<file path="src/core/hic_pkg.sv">
// Package of register offsets, field layouts and constants for the coalescing block
package hic_pkg;
   // Register byte offsets
   localparam logic [7:0]  PENDING_OFS    = 8'h08;
   localparam logic [7:0]  AVAIL_OFS      = 8'h0C;
   localparam logic [7:0]  VERSION_OFS    = 8'h10;
   localparam logic [7:0]  COAL_CTL_OFS   = 8'h14;
   localparam logic [7:0]  PORT_SEL_OFS   = 8'h18;
   localparam logic [7:0]  GLOBAL_CTL_OFS = 8'h04;
   // Control register field positions
   localparam int          TIMEOUT_LSB    = 16;
   localparam int          THRESH_LSB     = 8;
   localparam int          VSEL_LSB       = 3;
   localparam int          ENABLE_BIT     = 0;
   localparam int          GIE_BIT        = 1;
   // Values after reset
   localparam logic [15:0] TIMEOUT_RST    = 16'h0001;
   localparam logic [7:0]  THRESH_RST     = 8'h01;
   localparam logic [31:0] PORT_SEL_RST   = 32'h0000_0000;
   // Versions, major/minor
   localparam logic [15:0] MAJOR_0_95     = 16'h0000;
   localparam logic [15:0] MINOR_0_95     = 16'h0905;
   localparam logic [15:0] MAJOR_1_0      = 16'h0001;
   localparam logic [15:0] MINOR_1_0      = 16'h0000;
   localparam logic [15:0] MAJOR_1_1      = 16'h0001;
   localparam logic [15:0] MINOR_1_1      = 16'h0100;
   localparam logic [15:0] MAJOR_1_2      = 16'h0001;
   localparam logic [15:0] MINOR_1_2      = 16'h0200;
   // Millisecond tick from the 40 MHz clock
   localparam int          CLK_HZ         = 40_000_000;
   localparam int          TICK_MS        = 1;
   localparam int          TICK_CYCLES    = CLK_HZ / 1000 * TICK_MS;
   localparam logic [1:0]  RESP_OKAY      = 2'b00;
   localparam logic [1:0]  RESP_SLVERR    = 2'b10;
endpackage

</file>
<file path="src/core/hic_ms_tick.sv">
// Millisecond enable pulse divided down from the controller clock
`timescale 1ns/1ps
module hic_ms_tick
#(
   parameter int unsigned TICK_CYCLES = hic_pkg::TICK_CYCLES
)
(
   input  wire logic ref_clk_i,
   input  wire logic reset_i,
   input  wire logic restart_i,
   output logic      tick_o
);
   logic [31:0] count_r;
   wire         wrap = (count_r == TICK_CYCLES - 1);

   always_ff @(posedge ref_clk_i)
   begin
      if (reset_i || restart_i)
      begin
         count_r <= 32'h0000_0000;
         tick_o  <= 1'b0;
      end
      else
      begin
         count_r <= wrap ? 32'h0000_0000 : count_r + 32'h0000_0001;
         tick_o  <= wrap;
      end
   end

   tick_period_a: assert property (@(posedge ref_clk_i) disable iff (reset_i || restart_i)
      tick_o |=> !tick_o)
      else $error("tick pulse longer than one cycle");
endmodule

</file>
<file path="src/core/hic_coalesce.sv">
// Global pending status and completion coalescing with an AXI4-Lite register slave
//
// What this block does
// - One pending bit per port in the 32-bit status vector, set on port interrupts.
// - Only implemented ports and the coalescing bit are defined; others reserved.
// - Read-only availability mask loaded at initialisation; one means usable port.
// - Availability mask has at least one bit set, no more than port count plus one.
// - Version reads major in 31:16, minor in 15:0; 1.2 reads 0001h/0200h.
// - Earlier releases return their own major and minor version values.
// - Timeout field in 31:16 counts millisecond units, accurate within five percent.
// - Timer loads from timeout, counts only with outstanding commands, fires at zero.
// - Timer reloads with the timeout on every coalescing interrupt.
// - Completion counter counts selected completions; fires when equal to threshold.
// - Completion counter clears on every coalescing interrupt.
// - A zero threshold disables count-based interrupts; only the timer fires.
// - Read-only vector select names the pending bit set on coalescing interrupts.
// - Vector select points to a port slot marked unavailable.
// - Enable bit zero stops coalescing interrupts; one allows them.
// - Rising enable applies newly written timeout and threshold values.
// - Only ports in the port-select mask count; changes apply within one tick.
// - Global interrupt enable, reset clear, gates irq_o only; coal_event_o pulses whatever its value.
//
// Design decision made here: register access over AXI4-Lite.
`timescale 1ns/1ps
module hic_coalesce
#(
   parameter logic [31:0] AVAIL_MASK = 32'h0000_000F,
   parameter logic [4:0]  VEC_SEL    = 5'h1F,
   parameter logic [1:0]  RELEASE    = 2'h3
)
(
   input  wire logic        ref_clk_i,
   input  wire logic        reset_i,
   input  wire logic [31:0] port_irq_i,
   input  wire logic [31:0] port_done_i,
   input  wire logic [31:0] port_busy_i,
   input  wire logic        s_axi_awvalid,
   output logic             s_axi_awready,
   input  wire logic [7:0]  s_axi_awaddr,
   input  wire logic        s_axi_wvalid,
   output logic             s_axi_wready,
   input  wire logic [31:0] s_axi_wdata,
   input  wire logic [3:0]  s_axi_wstrb,
   output logic             s_axi_bvalid,
   input  wire logic        s_axi_bready,
   output logic [1:0]       s_axi_bresp,
   input  wire logic        s_axi_arvalid,
   output logic             s_axi_arready,
   input  wire logic [7:0]  s_axi_araddr,
   output logic             s_axi_rvalid,
   input  wire logic        s_axi_rready,
   output logic [31:0]      s_axi_rdata,
   output logic [1:0]       s_axi_rresp,
   output logic             irq_o,
   output logic             coal_event_o
);
   typedef enum logic [1:0] {COAL_OFF, COAL_RUN} hic_coal_state_t;

   function automatic logic [31:0] merge_bytes(input logic [31:0] old_v,
                                               input logic [31:0] new_v,
                                               input logic [3:0]  strb);
      logic [31:0] res;
      res = old_v;
      for (int i = 0; i < 4; i++)
      begin
         if (strb[i])
            res[8*i +: 8] = new_v[8*i +: 8];
      end
      return res;
   endfunction

   function automatic logic mapped(input logic [7:0] a);
      return (a == hic_pkg::PENDING_OFS) || (a == hic_pkg::AVAIL_OFS) ||
             (a == hic_pkg::VERSION_OFS) || (a == hic_pkg::COAL_CTL_OFS) ||
             (a == hic_pkg::PORT_SEL_OFS) || (a == hic_pkg::GLOBAL_CTL_OFS);
   endfunction

   // Software-visible state
   logic [31:0]     pending_r;
   logic [15:0]     timeout_ms_r;
   logic [7:0]      completion_threshold_r;
   logic            coal_en_r;
   logic [31:0]     port_sel_r;
   logic [31:0]     port_sel_live_r;
   logic            gie_r;
   logic [31:0]     avail_r;
   // Coalescing engine
   hic_coal_state_t state_r;
   logic [15:0]     coalesce_timer_r;
   logic [15:0]     timeout_live_r;
   logic [7:0]      threshold_live_r;
   logic [7:0]      completion_counter_r;
   // Bus capture
   logic [7:0]      aw_addr_r;
   logic            aw_have_r;
   logic [31:0]     w_data_r;
   logic [3:0]      w_strb_r;
   logic            w_have_r;
   logic            tick;

   // Version select
   wire [15:0] major_sel = (RELEASE == 2'h0) ? hic_pkg::MAJOR_0_95 :
                           (RELEASE == 2'h1) ? hic_pkg::MAJOR_1_0  :
                           (RELEASE == 2'h2) ? hic_pkg::MAJOR_1_1  : hic_pkg::MAJOR_1_2;
   wire [15:0] minor_sel = (RELEASE == 2'h0) ? hic_pkg::MINOR_0_95 :
                           (RELEASE == 2'h1) ? hic_pkg::MINOR_1_0  :
                           (RELEASE == 2'h2) ? hic_pkg::MINOR_1_1  : hic_pkg::MINOR_1_2;
   wire [31:0] version_word = {major_sel, minor_sel};

   wire [31:0] defined_mask = avail_r | (32'h0000_0001 << VEC_SEL);

   // Write channel: both halves captured in either order
   wire        wr_go   = aw_have_r && w_have_r && !s_axi_bvalid;
   wire [31:0] ctl_rd  = {timeout_ms_r, completion_threshold_r, VEC_SEL, 2'b00, coal_en_r};
   wire [31:0] ctl_new = merge_bytes(ctl_rd, w_data_r, w_strb_r);
   wire        wr_ctl  = wr_go && (aw_addr_r == hic_pkg::COAL_CTL_OFS);
   wire        wr_pend = wr_go && (aw_addr_r == hic_pkg::PENDING_OFS);
   wire        wr_sel  = wr_go && (aw_addr_r == hic_pkg::PORT_SEL_OFS);
   wire        wr_gctl = wr_go && (aw_addr_r == hic_pkg::GLOBAL_CTL_OFS);
   wire [31:0] pend_clr = wr_pend ? (w_data_r & {{8{w_strb_r[3]}}, {8{w_strb_r[2]}},
                                                {8{w_strb_r[1]}}, {8{w_strb_r[0]}}}) : '0;

   // Coalescing conditions
   wire        running     = (state_r == COAL_RUN);
   wire        any_busy    = |(port_busy_i & port_sel_live_r);
   wire        done_sel    = |(port_done_i & port_sel_live_r);
   wire [7:0]  count_inc   = completion_counter_r + 8'h01;
   wire        count_fire  = running && done_sel && (threshold_live_r != 8'h00) &&
                             (count_inc == threshold_live_r);
   wire        timer_fire  = running && tick && any_busy && (coalesce_timer_r <= 16'h0001);
   wire        coal_fire   = count_fire || timer_fire;
   wire [31:0] coal_bit    = coal_fire ? (32'h0000_0001 << VEC_SEL) : '0;
   wire        en_rise     = wr_ctl && ctl_new[hic_pkg::ENABLE_BIT] && !coal_en_r;

   // tick restarts on enable
   // A free-running phase would make the first timeout anywhere from zero to one tick
   hic_ms_tick u_tick
   (
      .ref_clk_i (ref_clk_i),
      .reset_i   (reset_i),
      .restart_i (en_rise),
      .tick_o    (tick)
   );

   wire [31:0] pend_set = (port_irq_i & avail_r) | coal_bit;
   wire [31:0] pending_nxt = (pending_r & ~pend_clr) | pend_set;

   always_ff @(posedge ref_clk_i)
   begin
      if (reset_i)
         pending_r <= '0;
      else
         pending_r <= pending_nxt & defined_mask;
   end

   always_ff @(posedge ref_clk_i)
   begin
      if (reset_i)
         avail_r <= '0;
      else
         avail_r <= AVAIL_MASK;
   end

   always_ff @(posedge ref_clk_i)
   begin
      if (reset_i)
      begin
         timeout_ms_r           <= hic_pkg::TIMEOUT_RST;
         completion_threshold_r <= hic_pkg::THRESH_RST;
         coal_en_r              <= 1'b0;
      end
      else if (wr_ctl)
      begin
         timeout_ms_r           <= ctl_new[31:16];
         completion_threshold_r <= ctl_new[15:8];
         coal_en_r              <= ctl_new[hic_pkg::ENABLE_BIT];
      end
   end

   always_ff @(posedge ref_clk_i)
   begin
      if (reset_i)
      begin
         port_sel_r <= hic_pkg::PORT_SEL_RST;
         gie_r      <= 1'b0;
      end
      else
      begin
         if (wr_sel)
            port_sel_r <= merge_bytes(port_sel_r, w_data_r, w_strb_r);
         if (wr_gctl && w_strb_r[0])
            gie_r <= w_data_r[hic_pkg::GIE_BIT];
      end
   end

   always_ff @(posedge ref_clk_i)
   begin
      if (reset_i)
         port_sel_live_r <= hic_pkg::PORT_SEL_RST;
      else if (tick || !running)
         port_sel_live_r <= port_sel_r;
   end

   always_ff @(posedge ref_clk_i)
   begin
      if (reset_i)
      begin
         state_r          <= COAL_OFF;
         timeout_live_r   <= hic_pkg::TIMEOUT_RST;
         threshold_live_r <= hic_pkg::THRESH_RST;
      end
      else
      begin
         case (state_r)
            COAL_OFF:
            begin
               if (en_rise)
               begin
                  state_r          <= COAL_RUN;
                  timeout_live_r   <= ctl_new[31:16];
                  threshold_live_r <= ctl_new[15:8];
               end
            end
            COAL_RUN:
            begin
               if (wr_ctl && !ctl_new[hic_pkg::ENABLE_BIT])
                  state_r <= COAL_OFF;
            end
            default:
               state_r <= COAL_OFF;
         endcase
      end
   end

   // timer decrements on tick while busy
   always_ff @(posedge ref_clk_i)
   begin
      if (reset_i)
         coalesce_timer_r <= hic_pkg::TIMEOUT_RST;
      else if (en_rise)
         coalesce_timer_r <= ctl_new[31:16];
      else if (coal_fire)
         coalesce_timer_r <= timeout_live_r;
      else if (running && tick && any_busy)
         coalesce_timer_r <= coalesce_timer_r - 16'h0001;
   end

   always_ff @(posedge ref_clk_i)
   begin
      if (reset_i || en_rise)
         completion_counter_r <= 8'h00;
      else if (coal_fire)
         completion_counter_r <= 8'h00;
      else if (running && done_sel)
         completion_counter_r <= count_inc;
   end

   always_ff @(posedge ref_clk_i)
   begin
      if (reset_i)
      begin
         irq_o        <= 1'b0;
         coal_event_o <= 1'b0;
      end
      else
      begin
         irq_o        <= gie_r && (|pending_r);
         coal_event_o <= coal_fire;
      end
   end

   // AXI4-Lite write side; one write in flight
   always_ff @(posedge ref_clk_i)
   begin
      if (reset_i)
      begin
         aw_have_r     <= 1'b0;
         w_have_r      <= 1'b0;
         aw_addr_r     <= '0;
         w_data_r      <= '0;
         w_strb_r      <= '0;
         s_axi_awready <= 1'b0;
         s_axi_wready  <= 1'b0;
         s_axi_bvalid  <= 1'b0;
         s_axi_bresp   <= hic_pkg::RESP_OKAY;
      end
      else
      begin
         s_axi_awready <= !aw_have_r && !s_axi_awready && !s_axi_bvalid;
         s_axi_wready  <= !w_have_r && !s_axi_wready && !s_axi_bvalid;
         if (s_axi_awvalid && s_axi_awready)
         begin
            aw_have_r <= 1'b1;
            aw_addr_r <= {s_axi_awaddr[7:2], 2'b00};
         end
         if (s_axi_wvalid && s_axi_wready)
         begin
            w_have_r <= 1'b1;
            w_data_r <= s_axi_wdata;
            w_strb_r <= s_axi_wstrb;
         end
         if (wr_go)
         begin
            aw_have_r    <= 1'b0;
            w_have_r     <= 1'b0;
            s_axi_bvalid <= 1'b1;
            s_axi_bresp  <= mapped(aw_addr_r) ? hic_pkg::RESP_OKAY : hic_pkg::RESP_SLVERR;
         end
         else if (s_axi_bvalid && s_axi_bready)
            s_axi_bvalid <= 1'b0;
      end
   end

   // Read decode
   wire [7:0]  rd_addr = {s_axi_araddr[7:2], 2'b00};
   wire [31:0] rd_word = (rd_addr == hic_pkg::PENDING_OFS)    ? pending_r    :
                         (rd_addr == hic_pkg::AVAIL_OFS)      ? avail_r      :
                         (rd_addr == hic_pkg::VERSION_OFS)    ? version_word :
                         (rd_addr == hic_pkg::COAL_CTL_OFS)   ? ctl_rd       :
                         (rd_addr == hic_pkg::PORT_SEL_OFS)   ? port_sel_r   :
                         (rd_addr == hic_pkg::GLOBAL_CTL_OFS) ? {30'h0, gie_r, 1'b0} : '0;

   always_ff @(posedge ref_clk_i)
   begin
      if (reset_i)
      begin
         s_axi_arready <= 1'b0;
         s_axi_rvalid  <= 1'b0;
         s_axi_rdata   <= '0;
         s_axi_rresp   <= hic_pkg::RESP_OKAY;
      end
      else
      begin
         s_axi_arready <= !s_axi_arready && !s_axi_rvalid;
         if (s_axi_arvalid && s_axi_arready)
         begin
            s_axi_rvalid <= 1'b1;
            s_axi_rdata  <= rd_word;
            s_axi_rresp  <= mapped(rd_addr) ? hic_pkg::RESP_OKAY : hic_pkg::RESP_SLVERR;
         end
         else if (s_axi_rvalid && s_axi_rready)
            s_axi_rvalid <= 1'b0;
      end
   end

   avail_count_a: assert property (@(posedge ref_clk_i) disable iff (reset_i)
      !$past(reset_i) |-> (avail_r != 32'h0))
      else $error("availability mask empty");
   vec_slot_a: assert property (@(posedge ref_clk_i) disable iff (reset_i)
      avail_r != 32'h0 |-> !avail_r[VEC_SEL])
      else $error("coalescing slot is an available port");
   coal_bit_a: assert property (@(posedge ref_clk_i) disable iff (reset_i)
      coal_fire |=> pending_r[VEC_SEL])
      else $error("coalescing pending bit not set");
   coal_off_a: assert property (@(posedge ref_clk_i) disable iff (reset_i)
      !coal_en_r |=> !coal_event_o)
      else $error("coalescing fired while disabled");
   count_clear_a: assert property (@(posedge ref_clk_i) disable iff (reset_i)
      coal_fire |=> completion_counter_r == 8'h00)
      else $error("completion counter not cleared");
   timer_reload_a: assert property (@(posedge ref_clk_i) disable iff (reset_i)
      coal_fire && !en_rise |=> coalesce_timer_r == $past(timeout_live_r))
      else $error("timer not reloaded");
   thresh_zero_a: assert property (@(posedge ref_clk_i) disable iff (reset_i)
      threshold_live_r == 8'h00 && !timer_fire |-> !coal_fire)
      else $error("count fired with zero threshold");
   irq_gate_a: assert property (@(posedge ref_clk_i) disable iff (reset_i)
      !gie_r |=> !irq_o)
      else $error("request while globally disabled");
   irq_any_a: assert property (@(posedge ref_clk_i) disable iff (reset_i)
      gie_r && (|pending_r) |=> irq_o)
      else $error("request missing with pending bits");
endmodule

</file>
<file path="config.mk">
export PLATFORM = sky130hd
export DESIGN_NAME = hic_coalesce
export DESIGN_NICKNAME = d
export VERILOG_FILES = /design/src/core/hic_pkg.sv /design/src/core/hic_ms_tick.sv /design/src/core/hic_coalesce.sv
export SDC_FILE = /design/constraint.sdc
export NUM_CORES = 1
export LEC_CHECK = 0
export BUFFER_PORTS_ARGS = -buffer_cell sky130_fd_sc_hd__buf_2
export CORE_ASPECT_RATIO = 0.6
export CORE_MARGIN = 2
export CORE_UTILIZATION = 55
export CTS_BUF_LIST = sky130_fd_sc_hd__clkbuf_8
export DETAILED_ROUTE_END_ITERATION = 10
export GPL_TIMING_DRIVEN = 0
export PLACE_DENSITY = 0.9
export SLEW_MARGIN = 20
export SYNTH_ARGS = -nofsm -noshare
export SYNTH_HDL_FRONTEND = slang
export SYNTH_SLANG_ARGS = --single-unit
</file>
<file path="constraint.sdc">
create_clock -name ref_clk_i -period 7.3 [get_ports ref_clk_i]
set_input_delay 1.095 -clock ref_clk_i [delete_from_list [all_inputs] [get_ports ref_clk_i]]
set_output_delay 1.095 -clock ref_clk_i [all_outputs]
set_load 0.01 [all_outputs]
</file>
==> metrics.yaml, run 1 <==
drive_gt1_frac: 0.1532
holdBufCountCts: 0
cp-end-kind: "flop"
syn-cell-area_mm2: 0.01124
drt_wl_total_mm: 36.89
rsz0062_at_grt: "false"
clock_sinks: 263
post_cts_resized: 0
syn2layout_area_growth_pct: 17.21
numCtsBuffers: 38
async_reset_ff_frac: 0
antennaDiodeCount: 0
dpl.hpwl_mm: 27.75
rrSetupSlack_ns: 3.79
status: "finished clean"
vdd_drop_max_mv: 0.1451
max_freq_mhz: 284.4
most-common-layout-cells: "263 x dfxtp_1, 247 x nand2_1, 161 x a21oi_1, 161 x buf_2, 140 x nor2_1"
io_buffers: 161
grt_pass1_wl_mm: 56.12
reg2regPathDepth: 8
cts_tree: "built"
core_area_mm2: 0.02002
synthFlopType: "dfxtp_1"
nets: 1732
worstMarginPinSlew_ns: 0.9188
worst-endpoint-required_ns: 7.70
clk_latency_ns: 0.54
die_h_um: 114.7
htreeDepth: 2
r2r-end: "coalesce_timer_r[11]"
synth-seq-cells: 263
post_cts_buffers: 0
ys_warn_count: 0
clock_skew_ns: 0.03500
cap_viol_max_count: 0
leakage_nw: 4.798
period_share: 0.4817
rr_startpoint: "completion_counter_r[0]"
arrival_ns: 3.91
grt_antenna_before_repair: 0
drt-pass1-iter-count: 6
synth.distinct_cells: 64
crit_fanout: 5
crit_path_start_kind: "primary input"
wl_per_cell_um: 19.71
synth_area_per_cell_um2: 8.200
final_common_cell: "dfxtp_1"
slowest_stage: "or4_1"
powerDensity_mw_per_mm2: 216.2
grt_max_degree: 12
worstPathCellList: "buf_2 > a22oi_1 > nand4_1 > or4_1 > nand3_1 > and2b_2 > nor3_1 > a222oi_1 > a211o_1"
syn-instance-count: 1371
die-area_mm2: 0.02164
fin_crit_ns: 3.517
min_from: "aw_addr_r[6]"
vias: 11650
critPathMaxStageDelay_ns: 0.63
cts_root_buf: "clkbuf_8"
ys_seq_area_frac: 0.4683
finalSetupViolations: 0
clock_path_buffers: 3
vias_per_cell: 6.223
drtIter0Drc: 1499
clk_pin_slew_worst_paths_ns: 0.07
fin_util: 0.6582
drc: 0
synth_edf_count: 0
chipWidth_um: 188.6
fin_setup_tns_ns: 0
grt_util_all_layers: 0.3295
min_path_cells: 2
hold_path.class: "flop to flop"
overflow: 0
cpLargestDelayFamily: "simple AND/OR/NAND/NOR gates"
ant_nets: 0
hold_violations: 0
critical_path_class: "primary input to flop"
hold_slack_ns: 0.4567
hold_end: "aw_addr_r[6]"
worst_slew_margin_rel: 0.3848
ios: 198
report.final.slew_viol_count: 0
cp_num_buf_inv: 1
globalplace.congestion: 0.9886
start_util: 0.5616
rows: 40
grt_pass1_vias: 10480
## power breakdown
group,switching [W],leakage (nW),internal (W)
logic,0.000106,2.24,0.0000551
registers,0.0000197,2.12,0.00145
clock network,0.000576,0.437,0.000639
total,0.000701,4.80,0.00215
## per-stage QoR
step / total power, W / cell area, um^2 / setup slack, ns / cells
floorplan: 0.001577 / 11250 / 4.036 / 1372
global placement: 0.001651 / 12390 / 3.356 / 1806
detailed placement: 0.001657 / 12390 / 3.428 / 1806
CTS: 0.002835 / 13170 / 3.934 / 1872
global route: 0.002925 / 13180 / 3.732 / 1872
finish: 0.002849 / 13180 / 3.783 / 1872
## worst reg2reg max path, delay by kind of cell (launching register included)
family                   cells  cell delay (ns)
flip-flops                   1             0.46
buffers and inverters        1             0.47
AO/OA/AOI/OAI                3             1.45
AND/OR/NAND/NOR              2             0.57
XOR/XNOR                     1             0.18
adder cells (fa/ha/maj)      1             0.32
## worst max-delay path by stage
stage / slack [ns] / cells past startpoint / from / to
6_report: 3.78 / 9 / port_busy_i[6] / coalesce_timer_r[0]
5_1_grt: 3.73 / 8 / completion_counter_r[0] / coalesce_timer_r[13]
4_1_cts: 3.93 / 9 / port_busy_i[11] / coalesce_timer_r[0]
3_5_place_dp: 3.43 / 9 / port_busy_i[11] / coalesce_timer_r[0]
3_3_place_gp: 3.36 / 9 / port_busy_i[11] / coalesce_timer_r[0]
2_1_floorplan: 4.04 / 10 / port_busy_i[16] / coalesce_timer_r[13]
## cells by family (layout without fill, tap and decap cells)
family          Yosys count  count (layout)  share of synthesized area
simple gates            586             586                     0.2341
fa+ha+maj                 4               4                   0.004452
flops                   263             263                     0.4683
compound gates          339             339                     0.1940
mux                      27              27                    0.02404
xor+xnor                 43              43                    0.03350
other cells               1               2                  0.0003336
buf+inv                 108             335                    0.04129
## state kept, by name, summed over array words and instances, names as in the netlist, 4 cells and up
register                flops
u_tick.count_r             32
port_sel_r                 32
pending_r                   5
completion_threshold_r      8
port_sel_live_r            32
timeout_live_r             16
w_strb_r                    4
s_axi_rdata                32
timeout_ms_r               16
w_data_r                   32
coalesce_timer_r           16
completion_counter_r        8
threshold_live_r            8
aw_addr_r                   6
## cells in the mapped netlist (2+ instances only)
master | instances | area [um^2]
o2bb2ai_1 | 6 | 52.55
buf_4 | 3 | 22.52
nor2b_1 | 4 | 25.02
or3_1 | 8 | 50.05
o22ai_1 | 11 | 68.82
a211o_1 | 2 | 17.52
nand3b_1 | 5 | 37.54
o21ai_0 | 14 | 70.07
nor3b_1 | 3 | 22.52
nor4b_1 | 2 | 17.52
or4_1 | 3 | 22.52
xnor2_1 | 19 | 166.4
a31oi_1 | 2 | 12.51
and3_1 | 6 | 37.54
a222oi_1 | 2 | 20.02
nand2b_1 | 8 | 50.05
or2_2 | 4 | 25.02
or4_4 | 2 | 22.52
ha_1 | 4 | 50.05
clkbuf_1 | 75 | 281.5
a211oi_1 | 28 | 210.2
mux2i_1 | 27 | 270.3
a221o_1 | 2 | 20.02
o211ai_1 | 3 | 22.52
o32ai_1 | 7 | 61.31
nand2_1 | 247 | 927.1
nand3_1 | 91 | 455.4
inv_1 | 18 | 67.56
a22oi_1 | 57 | 427.9
xor2_1 | 24 | 210.2
buf_1 | 6 | 22.52
buf_6 | 5 | 56.30
nand4_1 | 13 | 81.33
a21o_1 | 4 | 30.03
a221oi_1 | 4 | 35.03
nor3_1 | 20 | 100.1
dfxtp_1 | 263 | 5265
a22o_1 | 24 | 210.2
a21oi_1 | 161 | 805.8
o31ai_1 | 2 | 15.01
nor4_1 | 13 | 81.33
nor2_1 | 140 | 525.5
and2_1 | 8 | 50.05
## metal layers
layer,vias to the layer above,part of all wire,global-route usage
li1,5245,-,-
met1,5472,0.42,0.4818
met2,864,0.40,0.4681
met3,69,0.16,0.1163
met4,0,0.016,0.06667
met5,-,0,0
## final cells by class
cell class	instances	area, um^2
clock inverter	17	102.6
timing repair buffer	161	805.8
inverter	18	67.56
clock buffer	49	674.4
fill	1638	6843
tap	273	341.6
sequential	263	5265
buffer	90	396.6
multi-input combinational	1001	5523
No activity file was read; power rests on OpenSTA's default activity.
==> run 2: changes to the inputs <==
--- a/config.mk
+++ b/config.mk
@@ -5,6 +5,7 @@
 export SDC_FILE = /design/constraint.sdc
 export NUM_CORES = 1
 export LEC_CHECK = 0
+export ABC_AREA = 1
 export BUFFER_PORTS_ARGS = -buffer_cell sky130_fd_sc_hd__buf_2
 export CORE_ASPECT_RATIO = 0.6
 export CORE_MARGIN = 2
@@ -12,7 +13,7 @@
 export CTS_BUF_LIST = sky130_fd_sc_hd__clkbuf_8
 export DETAILED_ROUTE_END_ITERATION = 10
 export GPL_TIMING_DRIVEN = 0
-export PLACE_DENSITY = 0.9
+export PLACE_DENSITY = 0.89
 export SLEW_MARGIN = 20
 export SYNTH_ARGS = -nofsm -noshare
 export SYNTH_HDL_FRONTEND = slang
==> constraint.sdc (replaced) <==
create_clock -name ref_clk_i -period 3.3 [get_ports ref_clk_i]
set_input_delay 0.495 -clock ref_clk_i [delete_from_list [all_inputs] [get_ports ref_clk_i]]
set_output_delay 0.495 -clock ref_clk_i [all_outputs]
set_load 0.01 [all_outputs]
==> run 2 against run 1 <==
Clock power is 130% higher. Clock skew is 0.012 ns lower. Die area is 7.0% higher. Cell count is 19% higher. Register-to-register slack worse by 3.1 ns. Highest routed layer unchanged.
==> metrics.yaml, run 2 <==
synthTopCellsByCount: "352 x nand2_1, 263 x dfxtp_1, 209 x inv_1, 186 x o21ai_0, 183 x a21oi_1"
fin_util: 0.6604  # +0.002176
wl_per_cell_um: 17.56  # -11%
rrSetupSlack_ns: 0.70  # -3.09 ns
vdd_drop_max_mv: 0.3752  # +160%
globalplace.congestion: 0.9901  # +0.15%
top_layer_used: "met4"
combPwrFrac: 0.064  # +0.007
fin_setup_tns_ns: 0  # unchanged
clk_pin_slew_worst_paths_ns: 0.07  # about the same
start_util: 0.5678  # +0.006188
syn2layout_area_growth_pct: 16.31
synth_edf_count: 0  # unchanged
die_h_um: 118.7  # +3.4%
reg2regPathDepth: 9  # +1
crit_fanout: 10  # +5
endpoint: "port_sel_r[2]"
grt_antenna_before_repair: 0  # unchanged
nFillCells: 1730  # +5.6%
power_w: 0.006445  # +130%
numCtsBuffers: 39  # +2.6%
drtIter0Drc: 1937  # +29%
netlist.area_leader.share: 0.4367  # -0.03169
leakage_nw: 6.039  # +26%
worstPathCellList: "inv_1 > nor3_2 > inv_1 > nor2_1 > nand2_1 > inv_1 > buf_2 > nand2_1 > a21oi_1"
dpl.hpwl_mm: 29.86  # +7.6%
syn-instance-count: 1714  # +25%
nets: 2077  # +20%
synth_area_leader_cell: "dfxtp_1"
crit_path_start_kind: "flop"
synthFlopType: "dfxtp_1"
most-common-layout-cells: "352 x nand2_1, 263 x dfxtp_1, 220 x inv_1"
arrival_ns: 3.07  # -0.84 ns
htreeDepth: 2  # unchanged
crit_top_cell: "inv_1"
synth_area_per_cell_um2: 7.035  # -14%
core_area_mm2: 0.02124  # +6.1%
cts_tree: "built"
multi_input_area_mm2: 0.005598  # +1.4%
internal-power_w: 0.004813  # +120%
die-area_mm2: 0.02316  # +7.0%
period_share: 0.7869
antennaDiodeCount: 0  # unchanged
critical_path_class: "flop to flop"
clock_skew_ns: 0.02332  # -0.01168 ns
drt_wl_total_mm: 39.06  # +5.9%
worst_slew_margin_rel: 0.2131  # -0.1717
rows: 41  # +2.5%
powerDensity_mw_per_mm2: 459.5  # +110%
slowest_stage: "nor2_1"
route.met2.wl_mm: 15.14  # +1.9%
drt-pass1-iter-count: 6  # unchanged
worstMarginPinSlew_ns: 1.171  # +0.2525 ns
syn-cell-area_mm2: 0.01206  # +7.3%
crit_start: "w_have_r"
ant_nets: 0  # unchanged
vias_per_cell: 5.802  # -6.8%
sequentialPowerShare: 0.508  # -0.009
clock_power_share: 0.428  # +0.002
finalSetupViolations: 0  # unchanged
hold_violations: 0  # unchanged
rr_startpoint: "w_have_r"
grt_pass1_vias: 11650  # +11%
critPathMaxStageDelay_ns: 0.59  # -0.04 ns
worst-endpoint-required_ns: 3.77  # -3.93 ns
report.final.slew_viol_count: 0  # unchanged
switching_share: 0.2532  # +0.006960
r2r-end: "port_sel_r[2]"
synth.area.top_cells: "dfxtp_1 44%, nand2_1 11%, o21ai_0 7.7%"
drive_gt1_frac: 0.1490  # -0.004197
ys_seq_area_frac: 0.4367  # -0.03169
clock_path_buffers: 3  # unchanged
synth-seq-cells: 263  # unchanged
hold_slack_ns: 0.1475  # -0.3092 ns
dp_cells: 2156  # +19%
synth.distinct_cells: 50  # -22%
cap_viol_max_count: 0  # unchanged
async_reset_ff_frac: 0  # unchanged
ff_latch_area_mm2: 0.005265  # unchanged
holdBufCountCts: 0  # unchanged
grt_util_all_layers: 0.3274  # -0.002047
post_cts_buffers: 0  # unchanged
ys_warn_count: 0  # unchanged
final_common_cell: "nand2_1"
max_freq_mhz: 385.1
status: "finished clean"
clk_latency_ns: 0.57  # +0.03 ns
ios: 198  # unchanged
power_switching_w: 0.001632  # +130%
wl_met1_mm: 16.72  # +8.7%
final_cells: 2225  # +19%
io_buffers: 162  # +0.62%
yosysMostFrequentCell: "nand2_1"
met3_wirelength_mm: 6.284  # +3.9%
cp-end-kind: "flop"
grt_pass1_wl_mm: 60.13  # +7.1%
vias: 12910  # +11%
post_cts_resized: 0  # unchanged
overflow: 0  # unchanged
grt_max_degree: 11  # -1
hold_path.class: "primary input to flop"
fin_crit_ns: 2.597
rsz0062_at_grt: "false"
clock_sinks: 263  # unchanged
cts_root_buf: "clkbuf_8"
drc: 0  # unchanged
chipWidth_um: 195.2  # +3.5%
## run 2: cell types whose count changed in the layout (fill, tap and decap cells not counted), moves of 21 or more
cell     previous run  this run
a21oi_1           161       183
a22o_1             24         0
a22oi_1            57         7
inv_1              26       220
mux2i_1            27         0
nand2_1           247       352
nand4_1            13        34
o21ai_0            14       186
## run 2: worst max-delay path, delay by kind of cell (launching register included)
kind                   cells  cell delay, ns
buffers and inverters      4            0.72
AND/OR/NAND/NOR            4            1.27
flip-flops                 1            0.34
AO/OA/AOI/OAI              1            0.17
## run 2: routing by layer
metal / global-route usage / vias to the layer above
met3: 0.1090 / 87
met1: 0.4843 / 5930
met5: 0.002179 / -
met2: 0.4471 / 883
li1: - / 6010
met4: 0.08922 / 0
## run 2: final cells by class
cell class,count,share of cell area
tap,279,0.02489
multi-input combinational,1151,0.3991
sequential,263,0.3754
inverter,221,0.05924
clock inverter,19,0.008208
clock buffer,50,0.04907
buffer,80,0.02623
timing repair buffer,162,0.05781
## run 2: worst min-delay path by stage
stage          cells past startpoint             to          start  slack (ns)
3_5_place_dp                       1  s_axi_awready      aw_have_r        0.42
2_1_floorplan                      1  s_axi_awready      aw_have_r        0.40
4_1_cts                            3   pending_r[0]  port_irq_i[0]        0.15
5_1_grt                            3   pending_r[0]  port_irq_i[0]        0.17
3_3_place_gp                       1   s_axi_wready       w_have_r        0.41
6_report                           3   pending_r[0]  port_irq_i[0]        0.15
## run 2: kinds of logic after synthesis
| logic type | Yosys count | synth area share |
|---|---|---|
| and+or+nand+nor | 695 | 0.2547 |
| AOI/OAI and AO/OA | 427 | 0.1880 |
| buffers and inverters | 301 | 0.09941 |
| DFF | 263 | 0.4367 |
| xor gates and xnor gates | 23 | 0.01671 |
| adders and majority gates | 4 | 0.004151 |
| other | 1 | 0.0003110 |
## run 2: power by group through the flow
stage                     logic (W)  clock network [W]  registers [W]
after floorplan            0.000209                  0        0.00333
after global placement     0.000380                  0        0.00334
after global routing       0.000447            0.00290        0.00327
after CTS                  0.000395            0.00276        0.00327
after detailed placement   0.000392                  0        0.00334
final                      0.000412            0.00276        0.00327
## run 2: through the flow
step,cell area (um^2),setup slack (ns)
after floorplan,12060,1.383
after global placement,13220,0.5910
after detailed placement,13220,0.5100
after CTS,14020,0.9252
after global routing,14020,0.6495
final,14020,0.7033
